`config.mk`:
```
export PLATFORM = sky130hd
export DESIGN_NAME = rtcpa_top
export DESIGN_NICKNAME = d
export VERILOG_FILES = /design/src/shared/rtcpa_pkg.sv /design/src/verilog/rtcpa_top.sv
export SDC_FILE = /design/constraint.sdc
export NUM_CORES = 1
export LEC_CHECK = 0
export CAP_MARGIN = 20
export CORE_MARGIN = 2
export CORE_UTILIZATION = 55
export CTS_CLUSTER_SIZE = 10
export DETAILED_ROUTE_END_ITERATION = 12
export DONT_BUFFER_PORTS = 1
export PLACE_DENSITY_LB_ADDON = 0.08
export SLEW_MARGIN = 20
export SYNTH_ARGS = -nofsm -noshare
export SYNTH_HDL_FRONTEND = slang
export SYNTH_SLANG_ARGS = --single-unit
```
`constraint.sdc`:
```
create_clock -name clk -period 4.5 [get_ports clk]
set_input_delay 0 -clock clk [delete_from_list [all_inputs] [get_ports clk]]
set_output_delay 0 -clock clk [all_outputs]
set_load 0.1 [all_outputs]
```
`src/shared/rtcpa_pkg.sv`:
```
// package for the prescaled alarm real-time clock: register map, fields, reset values
package rtcpa_pkg;
    // register byte offsets
    localparam logic [7:0] ADDR_CTRL = 8'h00;
    localparam logic [7:0] ADDR_STATUS = 8'h04;
    localparam logic [7:0] ADDR_RELOAD = 8'h08;
    localparam logic [7:0] ADDR_TIME = 8'h0c;
    localparam logic [7:0] ADDR_ALARM = 8'h10;
    localparam logic [7:0] ADDR_CYCN = 8'h14;
    localparam logic [7:0] ADDR_DIVCNT = 8'h18;
    localparam logic [7:0] ADDR_SYSCFG = 8'h1c;
    // control register fields
    localparam int CTRL_RUN = 0;
    localparam int CTRL_TICK_EN = 1;
    localparam int CTRL_CYC_EN = 2;
    localparam int CTRL_ALARM_EN = 3;
    localparam int CTRL_OSC_OFF = 4;
    localparam int CTRL_IDLE_RUN = 5;
    localparam int CTRL_CYCN_EN = 6;
    localparam logic [6:0] CTRL_RESET = 7'h01;
    // status fields (flags write one to clear, ST_LP_SRC read-only)
    localparam int ST_TICK = 0;
    localparam int ST_CYC = 1;
    localparam int ST_ALARM = 2;
    localparam int ST_LP_SRC = 3;
    // system configuration fields
    localparam int SYS_PWD_WAKE = 0;
    localparam int SYS_EXI_TICK = 1;
    localparam int SYS_EXI_ALARM = 2;
    // widths and reset values
    localparam int PRE_W = 6;
    localparam int DIV_W = 20;
    localparam int CNT_W = 32;
    localparam logic [5:0] PRE_LAST = 6'h3f;
    localparam logic [19:0] RELOAD_RESET = 20'h00000;
    localparam logic [31:0] CYCN_RESET = 32'h00000001;
    // low-power oscillator detection: edges needed inside the window
    localparam int DET_EDGES = 4;
    localparam logic [15:0] DET_WINDOW = 16'hffff;

    typedef struct packed {
        logic [7:0] addr;
        logic [31:0] wdata;
        logic wr;
        logic rd;
    } rtcpa_bus_req_t;

    typedef struct packed {
        logic osc_main_en;
        logic osc_lp_en;
        logic wake;
        logic exi_irq;
    } rtcpa_power_t;
endpackage

```
`src/verilog/rtcpa_top.sv`:
```
// prescaled alarm real-time clock with power-down oscillator control
`timescale 1ns/1ps
// How it works
// - clock from main or 32 kHz, run in idle
// - fixed divide by sixty-four feeds divider
// - divider reloads from reload register each tick
// - tick period set by reload value
// - tick request once per period when enabled
// - cyclic request every tick, or every n ticks when enabled
// - 32-bit time counter, preloadable, counts ticks
// - compare counter with 32-bit alarm register
// - alarm request when counter equals alarm
// - prescaler plus counter form 58-bit timer
// - tick and alarm drive external wake interrupt
// - power-down wake only with wake config bit
// - oscillator off in power-down when bit set
// - both oscillators stop in power-down when timer disabled
// - detect 32 kHz presence after every reset
// - main oscillator off in power-down when 32 kHz drives
// - else main oscillator kept running unless disabled
// - registers reached only through the bus port
module rtcpa_top (
    input wire logic clk,
    input wire logic sys_rst,
    input wire rtcpa_pkg::rtcpa_bus_req_t bus_req,
    output logic [31:0] bus_rdata,
    input wire logic low_power_oscillator_input,
    input wire logic powerdown,
    input wire logic idle,
    output logic tick_interrupt_request,
    output logic alarm_interrupt_request,
    output logic cyclic_interrupt_request,
    output rtcpa_pkg::rtcpa_power_t power
);
    import rtcpa_pkg::*;

    logic [6:0] ctrl_q;
    logic [2:0] flags_q;
    logic [19:0] reload_q;
    logic [31:0] time_q;
    logic [31:0] alarm_q;
    logic [31:0] cycn_q;
    logic [31:0] cyccnt_q;
    logic [5:0] pre_q;
    logic [19:0] div_q;
    logic [2:0] sys_q;
    logic [31:0] rdata_q;
    logic lp_sync1_q;
    logic lp_sync2_q;
    logic lp_prev_q;
    logic [15:0] det_cnt_q;
    logic [2:0] det_edges_q;
    logic det_busy_q;
    logic lp_src_q;
    logic tick_irq_q;
    logic alarm_irq_q;
    logic cyc_irq_q;
    logic alarm_hit_q;
    logic wake_q;
    logic lp_tick_q;

    // bus decode; only this port reaches the registers
    wire wr_ctrl = bus_req.wr && bus_req.addr == ADDR_CTRL;
    wire wr_status = bus_req.wr && bus_req.addr == ADDR_STATUS;
    wire wr_reload = bus_req.wr && bus_req.addr == ADDR_RELOAD;
    wire wr_time = bus_req.wr && bus_req.addr == ADDR_TIME;
    wire wr_alarm = bus_req.wr && bus_req.addr == ADDR_ALARM;
    wire wr_cycn = bus_req.wr && bus_req.addr == ADDR_CYCN;
    wire wr_sys = bus_req.wr && bus_req.addr == ADDR_SYSCFG;

    // counting is allowed unless parked by idle or power-down without permission
    wire parked = (idle || powerdown) && !ctrl_q[CTRL_IDLE_RUN];
    wire run = ctrl_q[CTRL_RUN] && !parked;
    // low-power source: one tick of the prescaler per rising 32 kHz edge, else every clk
    wire lp_edge = lp_sync2_q && !lp_prev_q;
    wire src_step = lp_src_q ? lp_tick_q : 1'b1;
    wire pre_step = run && src_step;
    wire pre_wrap = pre_step && pre_q == PRE_LAST;
    wire div_wrap = pre_wrap && div_q == 20'h00000;
    wire tick = div_wrap;
    wire time_hit = time_q == alarm_q;
    wire alarm_evt = time_hit && !alarm_hit_q;
    wire cycn_done = tick && cyccnt_q + 32'h00000001 >= cycn_q;
    wire cyc_evt = tick && (!ctrl_q[CTRL_CYCN_EN] || cycn_done);
    // hardware set wins over a simultaneous software clear
    wire [2:0] set_v = {alarm_evt, cyc_evt, tick};
    wire [2:0] clr_v = wr_status ? bus_req.wdata[2:0] : 3'h0;
    wire [2:0] flags_d = (flags_q & ~clr_v) | set_v;
    wire [57:0] long_timer = {time_q, div_q, pre_q};

    // read data mux, unmapped reads zero
    logic [31:0] rdata_d;
    always_comb begin
        rdata_d = 32'h00000000;
        unique case (bus_req.addr)
            ADDR_CTRL: rdata_d = {25'h0, ctrl_q};
            ADDR_STATUS: rdata_d = {28'h0, lp_src_q, flags_q};
            ADDR_RELOAD: rdata_d = {12'h0, reload_q};
            ADDR_TIME: rdata_d = time_q;
            ADDR_ALARM: rdata_d = alarm_q;
            ADDR_CYCN: rdata_d = cycn_q;
            ADDR_DIVCNT: rdata_d = {6'h0, long_timer[25:0]};
            ADDR_SYSCFG: rdata_d = {29'h0, sys_q};
            default: rdata_d = 32'h00000000;
        endcase
    end

    // register file writes
    always_ff @(posedge clk) begin
        if (sys_rst) begin
            ctrl_q <= CTRL_RESET;
            reload_q <= RELOAD_RESET;
            alarm_q <= 32'hffffffff;
            cycn_q <= CYCN_RESET;
            sys_q <= 3'h0;
            rdata_q <= 32'h00000000;
        end else begin
            if (wr_ctrl) ctrl_q <= bus_req.wdata[6:0];
            if (wr_reload) reload_q <= bus_req.wdata[19:0];
            if (wr_alarm) alarm_q <= bus_req.wdata;
            if (wr_cycn) cycn_q <= bus_req.wdata;
            if (wr_sys) sys_q <= bus_req.wdata[2:0];
            rdata_q <= bus_req.rd ? rdata_d : 32'h00000000;
        end
    end

    // prescaler chain: fixed by-64, then reloading 20-bit down counter
    always_ff @(posedge clk) begin
        if (sys_rst) begin
            pre_q <= 6'h00;
            div_q <= RELOAD_RESET;
        end else begin
            if (pre_step) pre_q <= pre_q + 6'h01;
            if (wr_reload) div_q <= bus_req.wdata[19:0];
            else if (div_wrap) div_q <= reload_q;
            else if (pre_wrap) div_q <= div_q - 20'h00001;
        end
    end

    // time counter and cyclic counter
    always_ff @(posedge clk) begin
        if (sys_rst) begin
            time_q <= 32'h00000000;
            cyccnt_q <= 32'h00000000;
            alarm_hit_q <= 1'b0;
        end else begin
            if (wr_time) time_q <= bus_req.wdata;
            else if (tick) time_q <= time_q + 32'h00000001;
            if (wr_cycn || cyc_evt) cyccnt_q <= 32'h00000000;
            else if (tick) cyccnt_q <= cyccnt_q + 32'h00000001;
            alarm_hit_q <= time_hit; // one event per match, not per cycle
        end
    end

    // sticky flags and gated request outputs
    always_ff @(posedge clk) begin
        if (sys_rst) begin
            flags_q <= 3'h0;
            tick_irq_q <= 1'b0;
            cyc_irq_q <= 1'b0;
            alarm_irq_q <= 1'b0;
        end else begin
            flags_q <= flags_d;
            tick_irq_q <= flags_d[ST_TICK] && ctrl_q[CTRL_TICK_EN];
            cyc_irq_q <= flags_d[ST_CYC] && ctrl_q[CTRL_CYC_EN];
            alarm_irq_q <= flags_d[ST_ALARM] && ctrl_q[CTRL_ALARM_EN];
        end
    end

    // 32 kHz synchroniser and edge detector
    always_ff @(posedge clk) begin
        if (sys_rst) begin
            lp_sync1_q <= 1'b0;
            lp_sync2_q <= 1'b0;
            lp_prev_q <= 1'b0;
            lp_tick_q <= 1'b0;
        end else begin
            lp_sync1_q <= low_power_oscillator_input;
            lp_sync2_q <= lp_sync1_q;
            lp_prev_q <= lp_sync2_q;
            lp_tick_q <= lp_edge;
        end
    end

    // presence detection restarts at every reset; window counted in clk
    always_ff @(posedge clk) begin
        if (sys_rst) begin
            det_cnt_q <= 16'h0000;
            det_edges_q <= 3'h0;
            det_busy_q <= 1'b1;
            lp_src_q <= 1'b0;
        end else if (det_busy_q) begin
            det_cnt_q <= det_cnt_q + 16'h0001;
            if (lp_edge && det_edges_q != 3'(DET_EDGES)) det_edges_q <= det_edges_q + 3'h1;
            if (det_edges_q == 3'(DET_EDGES)) begin
                lp_src_q <= 1'b1;
                det_busy_q <= 1'b0;
            end else if (det_cnt_q == DET_WINDOW) begin
                det_busy_q <= 1'b0;
            end
        end
    end

    // oscillator enables and wake logic; slow clk limits tick rate from low source
    wire exi_src = (sys_q[SYS_EXI_TICK] && tick_irq_q) || (sys_q[SYS_EXI_ALARM] && alarm_irq_q);
    wire timer_on = ctrl_q[CTRL_RUN];
    wire osc_off = powerdown && ctrl_q[CTRL_OSC_OFF];
    wire main_en_d = !powerdown || (!lp_src_q && timer_on && !ctrl_q[CTRL_OSC_OFF]);
    wire lp_en_d = !powerdown || (timer_on && !osc_off);
    always_ff @(posedge clk) begin
        if (sys_rst) begin
            wake_q <= 1'b0;
            power <= '{osc_main_en: 1'b1, osc_lp_en: 1'b1, wake: 1'b0, exi_irq: 1'b0};
        end else begin
            wake_q <= powerdown && exi_src && sys_q[SYS_PWD_WAKE];
            power.osc_main_en <= main_en_d;
            power.osc_lp_en <= lp_en_d;
            power.wake <= wake_q;
            power.exi_irq <= exi_src;
        end
    end

    assign bus_rdata = rdata_q;
    assign tick_interrupt_request = tick_irq_q;
    assign alarm_interrupt_request = alarm_irq_q;
    assign cyclic_interrupt_request = cyc_irq_q;
endmodule
```
### Word level (Yosys, flattened, before mapping)

Cells that the tools add are included.

* output and inout bits: 39
* register bits: 253

* equal/unequal tests: 12
* mux-type cells: 11
* $add $sub $neg: 6
* bitwise logic cells: 4
* magnitude comparators: 1
* reductions and logical operators: 51

Operators with widths (number)
* $pmux 32 s8: 1
* $add 32x1->32 const B: 2
* $mux 32: 2
* $mux 20: 3
* $eq 32x32->1: 1
* $eq 8x5->1 const B: 4
* $ge 32x32->1: 1
* $logic_and 1x1->1: 28
* $logic_not 20->1: 1
* $sub 20x1->20 const B: 1
* $add 16x1->16 const B: 1
* $eq 16x16->1 const B: 1
* $eq 8x4->1 const B: 2
* $logic_not 1->1: 9
* $eq 8x3->1 const B: 1
* $logic_not 8->1: 1
* $add 6x1->6 const B: 1
* $eq 6x6->1 const B: 1
* $logic_or 1x1->1: 6
* $mux 1: 4
* $reduce_and 2->1: 2
* $reduce_or 2->1: 2
* $add 3x1->3 const B: 1
* $and 3x3->3: 1
* 8 further kinds: 8

### Depth between registers and ports, before layout

* depth in word-level cells: 12
* gate-level depth with buffers: 15
* mapped depth without buffers: 12

### Worst setup path after synthesis

OpenSTA, ideal clock, no wires.

* path type: reg-to-reg
* start point: register cyccnt_q[3]
* end point: register cyccnt_q[2]
* library setup time: 0.120 ns
* stages on the path, launching flop included: 15
* required time: 4.380 ns
* buffers on the path: 3
* setup slack: 0.824 ns
* arrival: 3.556 ns
* cell sequence: dfxtp_1 -> clkbuf_1 -> nand4_1 -> nor4_2 -> nand2_1 -> xnor2_1 -> ha_1 -> nand4_1 -> or3_1 -> or4_1 -> a31o_2 -> clkbuf_1 -> clkbuf_1 -> o211ai_1 -> a21oi_1

* cells in the longest elaborated chain, start to end: 7

RTL lines
* start, declared: RTL line rtcpa_top.sv:43 `logic [31:0] cyccnt_q;`
* start signal, assigned: RTL line rtcpa_top.sv:150 `else if (tick) cyccnt_q <= cyccnt_q + 32'h00000001;`
* $add 32x1->32: RTL line rtcpa_top.sv:83 `wire cycn_done = tick && cyccnt_q + 32'h00000001 >= cycn_q;`
* $ge 32x32->1: RTL line rtcpa_top.sv:83
* $logic_and 1x1->1: RTL line rtcpa_top.sv:83
* $logic_or 1x1->1: RTL line rtcpa_top.sv:84 `wire cyc_evt = tick && (!ctrl_q[CTRL_CYCN_EN] || cycn_done);`
* $logic_and 1x1->1: RTL line rtcpa_top.sv:84
* $logic_or 1x1->1: RTL line rtcpa_top.sv:149 `if (wr_cycn || cyc_evt) cyccnt_q <= 32'h00000000;`
* $reduce_or 2->1 (no source line)

Every way passes these cells.
A chain may end at the register's enable or synchronous reset.

### Worst setup path after layout

* start point: register cyccnt_q[3]
* end point: register flags_q[1]

* cells in the longest elaborated chain, start to end: 6

RTL lines
* $add 32x1->32: RTL line rtcpa_top.sv:83
* $ge 32x32->1: RTL line rtcpa_top.sv:83
* $logic_and 1x1->1: RTL line rtcpa_top.sv:83
* $logic_or 1x1->1: RTL line rtcpa_top.sv:84
* $logic_and 1x1->1: RTL line rtcpa_top.sv:84
* $or 3x3->3: RTL line rtcpa_top.sv:88 `wire [2:0] flags_d = (flags_q & ~clr_v) | set_v;`
* end signal, assigned: RTL line rtcpa_top.sv:163 `flags_q <= flags_d;`
* end, declared: RTL line rtcpa_top.sv:38 `logic [2:0] flags_q;`

Every way passes these cells.

==> summary.txt <==
Critical path
  • Worst setup SP type: flip-flop
  • CP Data Arrival Time: 4.44 ns
  • Required time of the critical path: about 5.0 ns
  • R2R setup slack: 0.52 ns
  • Setup Crit Path Kind: reg -> reg
  • Crit-path max FO: 48
  • Worst R2R Start: cyccnt_q[3]
  • CP endpoint kind: flip-flop
  • Crit path launch: cyccnt_q[3]

CTS
  • CTS sink cnt: roughly 250
  • Clk_lat worst skew: 0.56 ns
  • Clock buffer depth: 3
  • Root buffer cell: clkbuf_16
  • Reg clk slew, reported paths: 0.05 ns
  • CTS tree: done
  • Post-cts sizing count: 0
  • H-tree depth: 1
  • TritonCTS Buffers: 29
  • Number of setup buffers added after CTS: 0
  • Hold Buf Count CTS: 56

Power
  • Power Density: 306 mW/mm2
  • Max VDD drop: around 0.31 mV
  • Static leakage: 5.02 nW

STA
  • RSZ-0062 raised after global routing: false
  • Slew Viols, Final: 0
  • Clk_skew: approximately 0.027 ns
  • Max Fclk: ~0.25 GHz
  • Final setup fails: 0
  • Worst Tran Pin Value: roughly 0.99 ns
  • Final worst path period share: 88.4%
  • Hold violation count in the final report: 0
  • Final hold slack: about 0.0019 ns
  • Setup TNS Final: 0 ns
  • Worst rel slew slack: 33.8%
  • Minimum period implied by the final worst setup slack: ~4.0 ns

Synth
  • Yosys Warn Count: 0
  • EDFF count, synth: 0
  • Synth Instances: 1,641
  • Synth top area share: 38.6%
  • Synthesized flop and latch total: around 250
  • Seq/Total Area, Yosys: 38.6%
  • Yosys cell types: approximately 70
  • Post-synth ARST share: 0%
  • Synthesized area: 0.0131 mm2
  • Post-Syn Area per Cell: 7.99 um2
  • Leading area contributor after synthesis: dfxtp_1
  • Top FF cell, synth: dfxtp_1
  • Synth Net Count: around 1,700
  • Main area contributors after synthesis: dfxtp_1 39%, nand2_1 8.6%, xnor2_1 4.5%, a21oi_1 4.3%, nand3_1 3.9%

Die
  • Num ports: 86
  • Core area: 0.0235 mm2
  • Chip Width: 158 um
  • Die Area: 0.0251 mm2
  • Die height: 158 um
  • Initial Util: 55.9%
  • Row cnt: 56

Final layout
  • # fillers: 2,124
  • Synthesis-to-layout area growth: 11.3%
  • Count of nets after finishing: 1,722
  • Layout cell share with drive strength beyond 1: 6.70%

Run
  • Maxcap violations: 0

Routing
  • DRC: 0
  • First-pass DRT Iterations: 6
  • Drt wl/cell: 21.0 um
  • Total Wirelength: 41,300 um
  • Detailed Route Iter0 Violations: 1,519
  • DR vias: 12,400
  • DRT antenna net count: 0
  • Vias per inst: 6.33

Worst hold path
  • Hold Path Class: in -> reg
  • Worst hold start: idle

Outcome
  • Outcome: finished clean

Global routing
  • Grt ovf: 0
  • Global-route wire length before repair: 64,800 um
  • Antenna violations before repair: 3
  • Largest net degree at the start of global routing: 147
  • Overall routing resource usage: approximately 33%
  • Vias in the first global route: 11,500

Placement
  • GP Congestion: 0.869
  • PortBufs: 0
  • HPWL Detailed: 27,200 um
kinds of logic (layout without fill, tap and decap cells):
kind of cell	count (synthesis)	in the layout	synth area share (%)
other	0	4	0
adder cells (fa/ha/maj)	39	39	3.72
flip-flops	253	253	38.6
AND/OR/NAND/NOR	754	754	29.0
buffers and inverters	166	166	5.06
multiplexers	8	8	0.630
AO/OA/AOI/OAI	320	320	16.2
XOR/XNOR	101	101	6.75
state kept, by name (all words and copies together) (netlist names), 4 cells and up:
name / count
pre_q: 6
cycn_q: 32
bus_rdata: 32
det_cnt_q: 16
ctrl_q: 7
alarm_q: 32
time_q: 32
cyccnt_q: 32
div_q: 20
power: 4
reload_q: 20
metrics by stage:
step	utilization (%)	instances	worst slack [ns]	instance area, um2	power [W]
final	62.2	1964	0.520	14600	0.00446
after global routing	62.2	1964	0.205	14600	0.00457
after CTS	62.1	1960	0.585	14600	0.00448
after detailed placement	56.4	1868	0.587	13200	0.00237
after global placement	56.4	1868	0.718	13200	0.00237
after floorplan	-	1641	0.824	13100	0.00238
path summary, 6_finish.rpt:
| kind | depth (start not counted) | end |
|---|---|---|
| min reg2reg | 1 | lp_tick_q |
| max | 11 | flags_q[1] |
| max reg2reg | 11 | flags_q[1] |
| min | 4 | pre_q[1] |
power breakdown:
| group | internal [W] | switching (W) |
|---|---|---|
| registers | 0.00225 | 0.00000804 |
| clock network | 0.00116 | 0.000893 |
| logic | 0.0000515 | 0.000103 |
cell usage after synthesis, types with 5 or more instances:
| cell type | number |
|---|---|
| buf_1 | 6 |
| nand3_1 | 102 |
| a22oi_1 | 48 |
| o221ai_1 | 5 |
| or4_1 | 7 |
| nor3_2 | 19 |
| nand4_1 | 60 |
| nor4_1 | 21 |
| a31oi_1 | 39 |
| clkbuf_1 | 89 |
| xor2_1 | 34 |
| xnor2_1 | 67 |
| a21oi_1 | 112 |
| buf_2 | 16 |
| nor2_1 | 110 |
| and4_1 | 9 |
| or3_1 | 14 |
| dfxtp_1 | 253 |
| a222oi_1 | 13 |
| and2_1 | 8 |
| nor2b_1 | 13 |
| a311oi_1 | 11 |
| and3_1 | 25 |
| o211ai_1 | 19 |
| inv_1 | 51 |
| nand2_1 | 302 |
| a211oi_1 | 29 |
| nor3_1 | 26 |
| mux2i_1 | 6 |
| nor4_2 | 6 |
| o21ai_0 | 17 |
| ha_1 | 39 |
critical path, stage by stage, from the launching register on:
cell and delay, ns:
dfxtp_1 0.46, nand4_1 0.21, nor3_1 0.55, nand3_1 0.27, xnor2_1 0.19, ha_1 0.31, nand4_1 0.12, or3_1 0.35
or4_1 0.44, a31o_2 0.56, a21o_1 0.29, a21oi_1 0.13
placed cells by master (no fill, tap or decap), drive strengths merged, types with 4 or more instances in the layout:
cell,n
o221ai,5
inv,52
a31oi,39
nor3,48
nand2,302
and4,9
and2,9
nor3b,4
and3,25
a222oi,13
mux2i,6
o21ai,17
a21oi,112
dfxtp,253
xnor2,67
o211ai,19
a211oi,30
ha,39
buf,24
or3,14
a22oi,48
nand3,103
dlygate4sd3,55
xor2,34
nand4,62
diode,4
nor2b,13
clkbuf,35
nor2,113
nor4,31
or4,8
a311oi,11
cell type report:
type | count | area, um2 | area share (%)
Tap cell | 319 | 399 | 2.73
Multi-Input combinational cell | 1222 | 7410 | 50.8
Antenna cell | 4 | 10.0 | 0.0686
Inverter | 51 | 191 | 1.31
Sequential cell | 253 | 5060 | 34.7
Timing Repair Buffer | 79 | 751 | 5.14
Clock inverter | 1 | 8.76 | 0.0600
Clock buffer | 35 | 758 | 5.19
layer usage:
metal  vias up  part of all wire, %  GRT usage, %
met5         -                    0             0
met4         0                  3.7          12.7
met3       100                  7.6          5.33
met2       534                   47          53.0
met1      5952                   42          43.7
li1       5852                    -             -
No activity file was read; power rests on OpenSTA's default activity.
